==> src/pkg/sar_readout_pkg.sv <==
// Purpose: Shared constants and types for the converter serial readout
// Assumes: Core clock of 25 MHz; all times below are in nanoseconds
// Notes:   Cycle counts are derived from the times and the clock period
package sar_readout_pkg;

  // ---------------------------------------------------------------
  // Clock and word format
  // ---------------------------------------------------------------
  localparam int unsigned CLK_PERIOD_NS = 40;
  localparam int unsigned RESULT_BITS = 16;
  localparam logic [15:0] RESULT_RESET = 16'h0000;

  // ---------------------------------------------------------------
  // Timing figures
  // ---------------------------------------------------------------
  localparam int unsigned FIRST_RISE_NS = 1400;
  localparam int unsigned BIT_CLK_HIGH_NS = 350;
  localparam int unsigned BIT_CLK_LOW_NS = 760;
  localparam int unsigned DATA_HOLD_NS = 400;
  localparam int unsigned LAST_FALL_TO_BUSY_NS = 800;
  localparam int unsigned DONE_TO_BUSY_NS = 1100;
  localparam int unsigned BUSY_MAX_NS = 20000;
  localparam int unsigned MIN_START_PERIOD_NS = 25000;

  // ---------------------------------------------------------------
  // Cycle counts (least times round up, longest round down)
  // ---------------------------------------------------------------
  localparam int unsigned FIRST_RISE_CYCLES = (FIRST_RISE_NS + CLK_PERIOD_NS - 1) / CLK_PERIOD_NS;
  localparam int unsigned BIT_HIGH_CYCLES = (BIT_CLK_HIGH_NS + CLK_PERIOD_NS - 1) / CLK_PERIOD_NS;
  localparam int unsigned BIT_LOW_CYCLES = (BIT_CLK_LOW_NS + CLK_PERIOD_NS - 1) / CLK_PERIOD_NS;
  localparam int unsigned DATA_HOLD_CYCLES = (DATA_HOLD_NS + CLK_PERIOD_NS - 1) / CLK_PERIOD_NS;
  localparam int unsigned TAIL_CYCLES =
    (LAST_FALL_TO_BUSY_NS + CLK_PERIOD_NS - 1) / CLK_PERIOD_NS;
  localparam int unsigned DONE_TO_BUSY_CYCLES =
    (DONE_TO_BUSY_NS + CLK_PERIOD_NS - 1) / CLK_PERIOD_NS;
  localparam int unsigned BUSY_MAX_CYCLES = BUSY_MAX_NS / CLK_PERIOD_NS;
  localparam int unsigned BIT_PERIOD_CYCLES = BIT_HIGH_CYCLES + BIT_LOW_CYCLES;

  // ---------------------------------------------------------------
  // Counter widths
  // ---------------------------------------------------------------
  localparam int unsigned CNT_W = 9;
  localparam int unsigned PH_W = 5;
  localparam int unsigned BIT_W = 4;

  // ---------------------------------------------------------------
  // Pin synchroniser bundle: {convert_start_n, cs, sel, pdr, sclk}
  // ---------------------------------------------------------------
  localparam int unsigned PIN_COUNT = 5;
  localparam logic [4:0] PIN_RESET = 5'h08;
  localparam int unsigned PIN_CONVERT_START_N = 4;
  localparam int unsigned PIN_CS = 3;
  localparam int unsigned PIN_SEL = 2;
  localparam int unsigned PIN_PDR = 1;
  localparam int unsigned PIN_SCLK = 0;

  // Conversion and bit clock sequencer
  typedef enum logic [2:0] {
    st_idle,
    st_lead,
    st_high,
    st_low,
    st_tail
  } seq_state_e;

endpackage

==> src/verilog/sar_adc_serial_readout.sv <==
// Purpose: Conversion control and serial readout of a sampling converter
// Assumes: Host pins are asynchronous; the conversion code comes from
//          the converter core on the core clock
// Notes:   Outputs with enables stand for three-state pins
//
// Summary of operation
// - Select low: device drives bit clock
// - Select high: host supplies bit clock
// - Data pin carries last completed result
// - Internal mode: bit stable over both edges
// - Conversion always timed internally
// - Convert falling edge holds and starts
// - Edges during conversion are ignored
// - Internal mode: shift during conversion
// - Chip select high disables all outputs
// - Busy low for whole conversion
// - Internal transfer fits inside busy low
// - Power down puts logic in low power
// - Sixteen bits, two's complement, MSB first
// - External mode: load just before busy rises
`timescale 1ns/100ps
module sar_adc_serial_readout #(
  parameter int unsigned RESULT_W = sar_readout_pkg::RESULT_BITS
) (
  // Clock and reset
  input wire logic i_core_clk,
  input wire logic i_nrst,
  // Host control pins
  input wire logic i_convert_start_n,
  input wire logic i_chip_select_n,
  input wire logic i_clock_source_select,
  input wire logic i_power_down_request,
  // Bit clock pin, input half
  input wire logic i_serial_bit_clock,
  // Converter core result
  input wire logic [RESULT_W-1:0] i_convert_start_n_code,
  // Bit clock pin, output half
  output logic o_serial_bit_clock,
  output logic o_serial_bit_clock_oe,
  // Serial data pin
  output logic o_serial_data,
  output logic o_serial_data_oe,
  // Busy pin, low while converting
  output logic o_busy_n,
  output logic o_busy_n_oe,
  // Converter core controls
  output logic o_sample_hold,
  output logic o_low_power
);

  // ---------------------------------------------------------------
  // Derived timing
  // ---------------------------------------------------------------
  localparam int unsigned BUSY_CYC = sar_readout_pkg::FIRST_RISE_CYCLES
    + (RESULT_W - 1) * sar_readout_pkg::BIT_PERIOD_CYCLES
    + sar_readout_pkg::BIT_HIGH_CYCLES + sar_readout_pkg::TAIL_CYCLES;
  localparam int unsigned DONE_CYC = BUSY_CYC - sar_readout_pkg::DONE_TO_BUSY_CYCLES;
  localparam int unsigned CW = sar_readout_pkg::CNT_W;
  localparam int unsigned PW = sar_readout_pkg::PH_W;
  localparam int unsigned BW = sar_readout_pkg::BIT_W;
  localparam logic [CW-1:0] LEAD_LAST = CW'(sar_readout_pkg::FIRST_RISE_CYCLES - 1);
  localparam logic [CW-1:0] DONE_AT = CW'(DONE_CYC);
  localparam logic [CW-1:0] BUSY_LAST = CW'(BUSY_CYC - 1);
  localparam logic [PW-1:0] HIGH_LAST = PW'(sar_readout_pkg::BIT_HIGH_CYCLES - 1);
  localparam logic [PW-1:0] LOW_LAST = PW'(sar_readout_pkg::BIT_LOW_CYCLES - 1);
  localparam logic [PW-1:0] HOLD_AT = PW'(sar_readout_pkg::DATA_HOLD_CYCLES - 1);
  localparam logic [BW-1:0] LAST_BIT = BW'(RESULT_W - 1);

  // ---------------------------------------------------------------
  // Elaboration checks
  // ---------------------------------------------------------------
  if (RESULT_W < 2 || RESULT_W > (1 << BW)) begin : g_width_check
    $error("result width does not fit the bit counter");
  end
  if (BUSY_CYC > sar_readout_pkg::BUSY_MAX_CYCLES || BUSY_CYC >= (1 << CW)) begin : g_busy_check
    $error("serial transfer does not fit in the busy interval");
  end
  if (sar_readout_pkg::DATA_HOLD_CYCLES >= sar_readout_pkg::BIT_LOW_CYCLES) begin : g_hold_check
    $error("data change point falls outside the low phase");
  end

  // ---------------------------------------------------------------
  // State
  // ---------------------------------------------------------------
  typedef struct packed {
    sar_readout_pkg::seq_state_e state;
    logic [CW-1:0] cnt;
    logic [PW-1:0] ph;
    logic [BW-1:0] bit_idx;
    logic [RESULT_W-1:0] work;
    logic convert_start_n_prev;
    logic sclk_prev;
    logic clk_out;
    logic clk_oe;
    logic data_oe;
    logic busy_n;
    logic busy_oe;
    logic hold;
    logic low_power;
  } ctrl_s;

  ctrl_s q;
  ctrl_s d;

  logic [sar_readout_pkg::PIN_COUNT-1:0] pins_async;
  logic [sar_readout_pkg::PIN_COUNT-1:0] pins;
  logic convert_start_n_n_s;
  logic cs_n_s;
  logic ext_sel_s;
  logic pdr_s;
  logic sclk_s;
  logic start_edge;
  logic ext_rise;
  logic load_strobe;
  logic shift_strobe;
  logic int_shift;

  // ---------------------------------------------------------------
  // Pin synchronisers
  // ---------------------------------------------------------------
  // Bundle the asynchronous pins
  always_comb begin
    pins_async = '0;
    pins_async[sar_readout_pkg::PIN_CONVERT_START_N] = i_convert_start_n;
    pins_async[sar_readout_pkg::PIN_CS] = i_chip_select_n;
    pins_async[sar_readout_pkg::PIN_SEL] = i_clock_source_select;
    pins_async[sar_readout_pkg::PIN_PDR] = i_power_down_request;
    pins_async[sar_readout_pkg::PIN_SCLK] = i_serial_bit_clock;
  end

  pin_sync #(
    .WIDTH(sar_readout_pkg::PIN_COUNT),
    .RESET_VALUE(sar_readout_pkg::PIN_RESET)
  ) u_pin_sync (
    .i_core_clk(i_core_clk),
    .i_nrst(i_nrst),
    .i_async(pins_async),
    .o_sync(pins)
  );

  // Unpack the stable levels
  assign convert_start_n_n_s = pins[sar_readout_pkg::PIN_CONVERT_START_N];
  assign cs_n_s = pins[sar_readout_pkg::PIN_CS];
  assign ext_sel_s = pins[sar_readout_pkg::PIN_SEL];
  assign pdr_s = pins[sar_readout_pkg::PIN_PDR];
  assign sclk_s = pins[sar_readout_pkg::PIN_SCLK];

  // ---------------------------------------------------------------
  // Edge detection
  // ---------------------------------------------------------------
  // Falling edge of convert, chip select ignored
  assign start_edge = q.convert_start_n_prev & ~convert_start_n_n_s;

  // Rising edge of host bit clock
  assign ext_rise = ext_sel_s & sclk_s & ~q.sclk_prev;

  // ---------------------------------------------------------------
  // Sequencer and pin control
  // ---------------------------------------------------------------
  // Next state of the sequencer, counters and pin registers
  always_comb begin
    d = q;
    load_strobe = 1'b0;
    int_shift = 1'b0;
    d.convert_start_n_prev = convert_start_n_n_s;
    d.sclk_prev = sclk_s;
    // Power down level drives low power state
    d.low_power = pdr_s;
    // Chip select gates data and busy drivers
    d.data_oe = ~cs_n_s;
    d.busy_oe = ~cs_n_s;
    // Drive bit clock only in internal mode
    d.clk_oe = ~cs_n_s & ~ext_sel_s;

    case (q.state)
      sar_readout_pkg::st_idle: begin
        d.cnt = '0;
        d.ph = '0;
        d.bit_idx = '0;
        d.clk_out = 1'b0;
        if (start_edge && !pdr_s) begin
          d.state = sar_readout_pkg::st_lead;
          d.hold = 1'b1;
          d.busy_n = 1'b0;
        end
      end
      sar_readout_pkg::st_lead: begin
        d.cnt = q.cnt + 1'b1;
        if (q.cnt == LEAD_LAST) begin
          d.state = sar_readout_pkg::st_high;
          d.ph = '0;
          d.clk_out = ~ext_sel_s;
        end
      end
      sar_readout_pkg::st_high: begin
        d.cnt = q.cnt + 1'b1;
        d.ph = q.ph + 1'b1;
        if (q.ph == HIGH_LAST) begin
          d.ph = '0;
          d.clk_out = 1'b0;
          // Last falling edge ends the transfer
          if (q.bit_idx == LAST_BIT) begin
            d.state = sar_readout_pkg::st_tail;
          end else begin
            d.state = sar_readout_pkg::st_low;
          end
        end
      end
      sar_readout_pkg::st_low: begin
        d.cnt = q.cnt + 1'b1;
        d.ph = q.ph + 1'b1;
        // Change data well after the falling edge
        if (q.ph == HOLD_AT) begin
          int_shift = ~ext_sel_s;
        end
        if (q.ph == LOW_LAST) begin
          d.state = sar_readout_pkg::st_high;
          d.ph = '0;
          d.bit_idx = q.bit_idx + 1'b1;
          d.clk_out = ~ext_sel_s;
        end
      end
      sar_readout_pkg::st_tail: begin
        d.cnt = q.cnt + 1'b1;
      end
      default: begin
        d.state = sar_readout_pkg::st_idle;
      end
    endcase

    // Conversion end set by internal count only
    if (q.state != sar_readout_pkg::st_idle && q.cnt == DONE_AT) begin
      d.work = i_convert_start_n_code;
      d.hold = 1'b0;
    end

    // Load result just before busy rises
    if (q.state != sar_readout_pkg::st_idle && q.cnt == BUSY_LAST) begin
      load_strobe = 1'b1;
      d.state = sar_readout_pkg::st_idle;
      d.clk_out = 1'b0;
      d.busy_n = 1'b1;
    end
  end

  // Host clock shifts only in external mode
  assign shift_strobe = int_shift | ext_rise;

  // Register all control state
  always_ff @(posedge i_core_clk) begin
    if (!i_nrst) begin
      q.state <= sar_readout_pkg::st_idle;
      q.cnt <= '0;
      q.ph <= '0;
      q.bit_idx <= '0;
      q.work <= RESULT_W'(sar_readout_pkg::RESULT_RESET);
      q.convert_start_n_prev <= 1'b0;
      q.sclk_prev <= 1'b0;
      q.clk_out <= 1'b0;
      q.clk_oe <= 1'b0;
      q.data_oe <= 1'b0;
      q.busy_n <= 1'b1;
      q.busy_oe <= 1'b0;
      q.hold <= 1'b0;
      q.low_power <= 1'b0;
    end else begin
      q <= d;
    end
  end

  // ---------------------------------------------------------------
  // Output shift register
  // ---------------------------------------------------------------
  // Shifter holds the last completed result
  result_shifter #(
    .WIDTH(RESULT_W)
  ) u_result_shifter (
    .i_core_clk(i_core_clk),
    .i_nrst(i_nrst),
    .i_load(load_strobe),
    .i_load_value(q.work),
    .i_shift(shift_strobe),
    .o_msb(o_serial_data)
  );

  // ---------------------------------------------------------------
  // Pin outputs
  // ---------------------------------------------------------------
  // Registered pin drivers and enables
  assign o_serial_bit_clock = q.clk_out;
  assign o_serial_bit_clock_oe = q.clk_oe;
  assign o_serial_data_oe = q.data_oe;
  assign o_busy_n = q.busy_n;
  assign o_busy_n_oe = q.busy_oe;
  assign o_sample_hold = q.hold;
  assign o_low_power = q.low_power;

endmodule

==> src/verilog/pin_sync.sv <==
// Purpose: Two-flop synchroniser for a group of asynchronous pins
// Assumes: Each bit is an independent level
// Notes:   First stage is read only by the second stage
`timescale 1ns/100ps
module pin_sync #(
  parameter int unsigned WIDTH = 5,
  parameter logic [WIDTH-1:0] RESET_VALUE = '0
) (
  // Clock and reset
  input wire logic i_core_clk,
  input wire logic i_nrst,
  // Pins
  input wire logic [WIDTH-1:0] i_async,
  // Synchronised levels
  output logic [WIDTH-1:0] o_sync
);

  typedef struct packed {
    logic [WIDTH-1:0] meta;
    logic [WIDTH-1:0] stable;
  } sync_s;

  sync_s q;
  sync_s d;

  // Refuse an empty group
  if (WIDTH < 1) begin : g_check
    $error("pin_sync width must be at least one");
  end

  // Next stage values, one bit per pin
  always_comb begin
    d = q;
    for (int i = 0; i < WIDTH; i++) begin
      d.meta[i] = i_async[i];
      d.stable[i] = q.meta[i];
    end
  end

  // Register both stages
  always_ff @(posedge i_core_clk) begin
    if (!i_nrst) begin
      q <= {RESET_VALUE, RESET_VALUE};
    end else begin
      q <= d;
    end
  end

  assign o_sync = q.stable;

endmodule

==> src/verilog/result_shifter.sv <==
// Purpose: Output shift register for the serial result, MSB first
// Assumes: Load and shift are one-cycle strobes on the core clock
// Notes:   Load wins over shift; zeros fill from the bottom
`timescale 1ns/100ps
module result_shifter #(
  parameter int unsigned WIDTH = 16
) (
  // Clock and reset
  input wire logic i_core_clk,
  input wire logic i_nrst,
  // Control strobes
  input wire logic i_load,
  input wire logic [WIDTH-1:0] i_load_value,
  input wire logic i_shift,
  // Serial bit, straight from the register
  output logic o_msb
);

  typedef struct packed {
    logic [WIDTH-1:0] sreg;
  } shift_s;

  shift_s q;
  shift_s d;

  // Refuse a word too short to shift
  if (WIDTH < 2) begin : g_check
    $error("result_shifter width must be at least two");
  end

  // Load or advance one bit
  always_comb begin
    d = q;
    if (i_load) begin
      d.sreg = i_load_value;
    end else if (i_shift) begin
      d.sreg = {q.sreg[WIDTH-2:0], 1'b0};
    end
  end

  // Register the word
  always_ff @(posedge i_core_clk) begin
    if (!i_nrst) begin
      q <= '0;
    end else begin
      q <= d;
    end
  end

  assign o_msb = q.sreg[WIDTH-1];

endmodule

==> config.mk <==
export PLATFORM = sky130hd
export DESIGN_NAME = sar_adc_serial_readout
export DESIGN_NICKNAME = d
export VERILOG_FILES = /design/src/pkg/sar_readout_pkg.sv /design/src/verilog/sar_adc_serial_readout.sv /design/src/verilog/pin_sync.sv /design/src/verilog/result_shifter.sv
export SDC_FILE = /design/constraint.sdc
export NUM_CORES = 1
export LEC_CHECK = 0
export BUFFER_PORTS_ARGS = -buffer_cell sky130_fd_sc_hd__buf_4
export CELL_PAD_IN_SITES_DETAIL_PLACEMENT = 1
export CELL_PAD_IN_SITES_GLOBAL_PLACEMENT = 1
export CORE_ASPECT_RATIO = 0.9
export CORE_MARGIN = 3
export CORE_UTILIZATION = 25
export DETAILED_ROUTE_END_ITERATION = 10
export PLACE_DENSITY = 0.62
export RECOVER_POWER = 100
export SKIP_LAST_GASP = 1
export SLEW_MARGIN = 5
export SYNTH_ARGS = -nofsm -noshare
export SYNTH_HDL_FRONTEND = slang
export SYNTH_SLANG_ARGS = --single-unit
==> constraint.sdc <==
create_clock -name i_core_clk -period 1.6 [get_ports i_core_clk]
set_clock_uncertainty 0.05 [all_clocks]
set_input_delay 0 -clock i_core_clk [delete_from_list [all_inputs] [get_ports i_core_clk]]
set_output_delay 0 -clock i_core_clk [all_outputs]
set_load 0.1 [all_outputs]
# Word level (Yosys, flattened, before mapping)
# Index checks and enable logic that the tools add are counted.
# classes
bitwise,11
n_eq_ne,15
mux,21
reduce_logical,18
add_sub_neg,3
# ops
op,count
16-bit two-way mux,2
5-bit one-hot mux with 4 select lines,1
9-bit == test (second input constant),2
9-bit one-hot mux with 2 select lines,1
3-bit two-way mux,5
3-bit one-hot mux with 5 select lines,1
5-bit by 4-bit == test with 1-bit output (second input constant),2
5-bit two-way mux,2
9-bit by 1-bit adder with 9-bit output (second input constant),1
9-bit by 6-bit == test with 1-bit output (second input constant),1
9-bit two-way mux,1
2-bit != test (second input constant),4
4-bit one-hot mux with 2 select lines,1
3-bit by 2-bit == test with 1-bit output (second input constant),2
1-bit two-way mux,6
1-bit inverter,6
2-bit AND reduction,3
2-bit nonzero test,3
5-bit by 1-bit adder with 5-bit output (second input constant),1
5-bit == test (second input constant),1
5-bit AND reduction,1
4-bit by 1-bit adder with 4-bit output (second input constant),1
1-bit bitwise AND,4
4-bit == test (second input constant),1
12 further kinds,15
# word_totals
input_bits,23
register_bits,71
word_cells,84
output_inout_bits,8

# Logic depth before layout (Yosys ltp)
# Gate-level depths: netlist (run 1).
# depth
word_depth,6
ltp_mapped,8
ltp_nobuf,6

# By module
# Synthesis (run 1) repeated with hierarchy kept, for this count alone.
# unflattened
hier_cells,352
area_unflattened_um2,3422.0
# by_module_without_submodules
mod,instances,area_each_um2,cells_each,seq_area_each_um2
sar_adc_serial_readout,1,2317.2,262,900.9
result_shifter,1,842.1,70,320.3
pin_sync,1,262.8,20,200.2

# Worst setup path after synthesis (run 1)
# Ideal clock, no wire load.
# synth_timing
path_kind,register to register
startpoint,register q[29] in the netlist's numbering
endpoint,register q (netlist bit o_serial_bit_clock)
synth_period_minus_slack_ns,1.746
slack_ns,-0.146
n_path_buf,1
setup_time_ns,0.071
path_stages_with_launch,8
t_arrival_ns,1.626
t_required_ns,1.479
cell_sequence,dfxtp_1 inv_1 ha_1 nor2b_1 a221oi_1 buf_2 o31ai_1 a21oi_1
# synth_via
elab_chain_cells,3
elab_cells_between_ends,5
cone_classes,eq/ne (4); reduce/logical (1)
# synth_rtl
element,line,source
start: declaration,sar_adc_serial_readout.sv:102,ctrl_s q;
5-bit == test or 5-bit by 4-bit == test with 1-bit output (tied branches),"sar_adc_serial_readout.sv:216, sar_adc_serial_readout.sv:198",
2-bit != test (no line),n/a,
4-bit AND reduction (no line) (*),n/a,
# Mark *: on every way between the ends. The rest lies on a longest branch, timed or not.
# A chain may end at the register's enable or synchronous reset.

# Final worst setup path (run 1)
# layout_timing
startpoint,register q[34] in the netlist's numbering
endpoint,register q (netlist bit o_serial_bit_clock)
# layout_via
elab_chain_cells,3
elab_cells_between_ends,6
cone_classes,eq/ne (3); reduce/logical (3)
# layout_rtl
element,line
9-bit by 6-bit == test with 1-bit output or 9-bit == test (tied branches),"sar_adc_serial_readout.sv:189, sar_adc_serial_readout.sv:238"
2-bit != test (no line) or 1-bit logical AND (tied branches),n/a
4-bit AND reduction (no line) or 2-bit OR reduction (tied branches),n/a
# Several ways; a longest one is shown, not always the timed one.

==> results of run 1 <==
worst max-delay path: stages (launching register included):
cell	delay [ps]
dfxtp_2	330
inv_4	80
buf_12	100
ha_4	120
nor4b_4	280
a21oi_2	140
or4_4	490
a21oi_2	120
state kept, by name (all words and copies together), names as in the netlist:
register,flops
q,39
u_result_shifter.q,16
u_pin_sync.d,5
u_pin_sync.o_sync,5
o_busy_n,1
o_busy_n_oe,1
o_low_power,1
o_sample_hold,1
o_serial_bit_clock,1
o_serial_bit_clock_oe,1
final timing paths:
path                                       from                    to  slack (ps)  depth (start not counted)
worst max-delay path                      q[34]    o_serial_bit_clock        -180                          7
worst min-delay path            u_pin_sync.d[3]  u_pin_sync.o_sync[3]         360                          1
worst max register to register            q[34]    o_serial_bit_clock        -180                          7
worst min register to register  u_pin_sync.d[3]  u_pin_sync.o_sync[3]         360                          1
per-layer routing:
layer | vias to the layer above | track usage, % | wire length (um)
met1 | 1300 | 14.9 | 3870
met4 | 0 | 4.40 | 140
li1 | 1303 | - | -
met3 | 11 | 3.93 | 248
met2 | 31 | 25.1 | 5020
met5 | - | 0 | 0
cell type report:
cell class / count / area share, %
clock buffer: 10 / 5.04
clock inverter: 6 / 0.949
inverter: 8 / 0.738
multi-input combinational: 209 / 37.9
sequential: 71 / 30.3
tap: 156 / 4.11
timing repair buffer: 112 / 21.0
cells by family (layout without fill, tap and decap cells):
family          count (synthesis)  after routing  share of synthesized area (%)
buf+inv                        24            136                           4.36
simple gates                  107            109                           20.3
fa+ha+maj                       8              8                           3.32
mux                            33             33                           11.0
flops                          71             71                           47.2
xor+xnor                        7              7                           2.03
compound gates                 52             52                           11.9
through the flow:
step	hold slack (ps)	power (mW)
2_1_floorplan	23.0	1.92
3_3_place_gp	146	2.00
3_5_place_dp	150	2.01
4_1_cts	362	3.96
5_1_grt	379	4.09
6_report	362	3.93
power breakdown:
part | total, mW | internal, mW | switching, mW
clock network | 1.89 | 1.10 | 0.795
registers | 1.79 | 1.78 | 0.00873
logic | 0.245 | 0.125 | 0.119
total | 3.93 | 3.00 | 0.924
layout by cell type (no fill, tap or decap), types with 6 or more instances in the layout:
| cell type | count |
|---|---|
| dfxtp_1 | 60 |
| dfxtp_2 | 9 |
| a21oi_1 | 10 |
| nand2b_1 | 6 |
| and2_1 | 11 |
| nand3_1 | 10 |
| buf_6 | 12 |
| dlygate4sd3_1 | 27 |
| o2bb2ai_1 | 13 |
| clkbuf_16 | 10 |
| buf_4 | 58 |
| xor2_1 | 6 |
| nand3b_1 | 6 |
| mux2i_1 | 33 |
| nor2_1 | 30 |
| clkbuf_2 | 9 |
timing repair:
item,4_1_cts,5_1_grt
buffers inserted,5,10
hold buffers,27,0
pin swaps,8,20
endpoints found under the hold margin,29,0
gates cloned,1,3
endpoints found under the setup margin,45,47
gates resized for setup,26,57
==> reports/qor.txt, run 1 <==
Top cell type's share of synthesized area: 47.2%
Synth area leaders: dfxtp_1, mux2i_1, o2bb2ai_1, nor2_1, ha_1
Global placer's final weighted congestion: 0.797
Crit path launch type: register
Synth top cells by count: dfxtp_1, mux2i_1, nor2_1
Crit path kind: reg -> reg
CP endpoint kind: register
Grt ovf: 0
Mapped Cells: 302
N_diodes: 0
Number of H-tree levels: 3
Dpl cells: 510
Most used DFF post-synth: dfxtp_1
Yosys reg bits: 71
Root buffer cell: clkbuf_16
Total clock sinks: 71
Pwr per Cell Area: 828 nW/um^2
Io pins: 31
Vias in the first global route: 2776
Synth-to-Final Area Change: 57.5%
Yosys top cell by area: dfxtp_1
Number of remaining DRC errors: 0
Worst setup margin: -183 ps
Final hold vios: 0
Port bufs: 30
Detailed-route wire length per cell: 16.2 um
Status: complete, but fails checks
Final ANT Viol Nets: 0
YS warnings: 0
Layout Cell Area excl Fill: 4750 sq um
Die W: 122 um
FMAX: 561 MHz
Setup TNS: -4490 ps
Final Cycle Share: 111%
Final nets: 442
Initial DRC Count: 150
CTS tree: yes
Overall Global Routing Usage: 13.5%
Post-Syn Area per Cell: 9.98 sq um
Wirelength, routed: 9280 um
Worst endpoint required time: 1820 ps
Core area: 11600 sq um
Post-Layout Cell Count: 572
Initial Util: 25.9%
Yosys cell types: 46
RSZ-0062 raised after global routing: true
DP Worst Slack: -254 ps
Finished Core Util: 40.8%
Slew headroom: 49.9%
Die area: 13400 sq um
Footprint of the multi-input gates: 1800 sq um
Post-Syn Nets: 333
Initial antenna violation count: 0
Share of cells above drive strength 1: 38.7%
Placed Area: 3710 sq um
First-pass GRT wire length: 13900 um
Post-synth EDFFs: 0
Std-Cell Rows: 37
CP Max Fanout: 3
Count leader, synth: dfxtp_1
Min-delay worst type: reg -> reg
HPWL Detailed: 5220 um
Total number of vias: 2645
First drt pass iteration count: 4
# fillers: 1269
Longest Clk Path Bufs: 2
Max Slew Vio Count: 0
Skew-Pair Late Insertion Delay: 330 ps
Worst IR Drop VDD: 0.396 mV
CP arrival: 2010 ps
Drt via density: 4.62
Largest net degree at the start of global routing: 32
Clock-pin slew on the worst setup and hold paths: 60 ps
Post-synth ARST share: 0%
Register area share after synthesis: 47.2%
TritonCTS Buffers: 9
Failing checks: negative setup slack
Die H: 110 um
FF+latch area: 1440 sq um
Final Critical Period: 1780 ps
Mapped cell area: 3010 sq um
Final setup fails: 48
Leakage: 1.96 nW
Slew @ Worst Pin: 751 ps
Maxcap violations: 0
Note: power is estimated with default switching activity, not from simulation.
==> run 2, diff against run 1 <==
- BUFFER_PORTS_ARGS: -buffer_cell sky130_fd_sc_hd__buf_4 -> not set
- DONT_BUFFER_PORTS: not set -> 1
- PLACE_DENSITY: 0.62 -> 0.59
==> reports/qor.txt, run 2 (same netlist as run 1, synthesis figures left out) <==
Largest register FFs: 39
Final hold vios: 0
Leakage: 1.82 nW
TritonCTS Buffers: 9
Initial DRC Count: 73
Slew headroom: 36.7%
Share of cells above drive strength 1: 32.1%
HPWL Detailed: 5170 um
Wirelength, routed: 8220 um
Final nets: 412
Failing checks: negative setup slack
Total number of vias: 2516
Max Slew Vio Count: 0
Most frequent cells in the layout: dfxtp_1, buf_4, mux2i_1, nor2_1, dlygate4sd3_1
Global placer's final weighted congestion: 0.765
Initial Util: 25.9%
Setup TNS: -3120 ps
CP Max Fanout: 4
Core area: 11600 sq um
Total clock sinks: 71
Final Critical Period: 1740 ps
Initial antenna violation count: 0
Largest Register: q
CP startpoint: q[33]
Slew @ Worst Pin: 957 ps
First-pass GRT wire length: 13000 um
Power, Total: 3.98 mW
Dpl cells: 496
Worst setup margin: -137 ps
Min-delay worst type: in -> reg
Grt ovf: 0
Finished Core Util: 38.2%
Commonest non-fill, non-tap cell in the layout: dfxtp_1
Final ANT Viol Nets: 0
Worst endpoint required time: 1800 ps
Number of H-tree levels: 3
Clock-pin slew on the worst setup and hold paths: 60 ps
Pwr per Cell Area: 897 nW/um^2
First drt pass iteration count: 4
Longest Clk Path Bufs: 2
Final Cycle Share: 109%
Worst IR Drop VDD: 0.478 mV
Die area: 13400 sq um
CP arrival: 1940 ps
Post-Layout Cell Count: 542
Crit path launch type: register
RSZ-0062 raised after global routing: true
Skew-Pair Late Insertion Delay: 330 ps
FMAX: 576 MHz
Largest net degree at the start of global routing: 32
CTS tree: yes
Io pins: 31
Overall Global Routing Usage: 12.5%
Crit path kind: reg -> reg
Std-Cell Rows: 37
Synth-to-Final Area Change: 47.2%
Final setup fails: 40
HP Start: i_nrst
Vias in the first global route: 2602
Port bufs: 0
Number of remaining DRC errors: 0
Status: complete, but fails checks
Detailed-route wire length per cell: 15.2 um
N_diodes: 0
Maxcap violations: 0
Die W: 122 um
DP Worst Slack: -202 ps
Worst r2r src: q[33]
Root buffer cell: clkbuf_16
Top Registers: q: 39 flops, u_result_shifter.q: 16 flops
Drt via density: 4.64
CP endpoint kind: register
Die H: 110 um
[run 2: changes by cell type in the layout (fill, tap and decap cells not counted), moves of 3 or more]
cell           change
buf_4             -14
buf_6              -9
dlygate4sd3_1      -5
o21ai_0            +3
[run 2: worst max-delay path: stages (launching register included)]
cell and delay, ps:
dfxtp_1 360, buf_4 170, nor3b_4 230, a221oi_2 120, buf_4 170, or3_4 370
a211oi_2 190
[run 2: timing repair]
| action | CTS | global route |
|---|---|---|
| cloned | 2 | 2 |
| pin swaps | 9 | 10 |
| hold buffers | 22 | 0 |
| setup endpoints to repair | 45 | 47 |
| resized for setup | 36 | 22 |
| endpoints found under the hold margin | 56 | 0 |
| setup buffers | 4 | 0 |
[run 2: report_power, final]
part           total (mW)  switching [mW]  internal [mW]
sequential           1.79         0.00907           1.78
combinational       0.184           0.102         0.0822
clock                2.00           0.747           1.26
[run 2: final cells by class]
type,instances,area [sq um]
repair buffers,82,734
clock inverters,4,53.8
clock buffers,12,246
fillers,1292,7180
multi-input cells,209,1730
inverters,8,37.5
flip-flops and latches,71,1440
well taps,156,195
[run 2: path summary, 6_finish.rpt]
path | end | slack, ps | cells after the start
setup / recovery | q[43] | -140 | 6
hold / removal | o_busy_n_oe | 30 | 3
setup reg to reg | q[43] | -140 | 6
hold reg to reg | o_busy_n_oe | 360 | 1
[run 2: routing by layer]
| metal | track usage, % | vias up | part of all wire [%] |
|---|---|---|---|
| met5 | 0 | - | 0 |
| met3 | 3.57 | 10 | 3.1 |
| met1 | 15.5 | 1222 | 47 |
| met4 | 4.80 | 0 | 1.4 |
| li1 | - | 1254 | - |
| met2 | 20.6 | 30 | 49 |
[run 2: stage by stage]
step,hold WS (ps),cell area [sq um]
2_1_floorplan,23.0,3080
3_3_place_gp,31.7,3610
3_5_place_dp,42.6,3610
4_1_cts,27.9,4320
5_1_grt,58.5,4440
6_report,32.9,4440
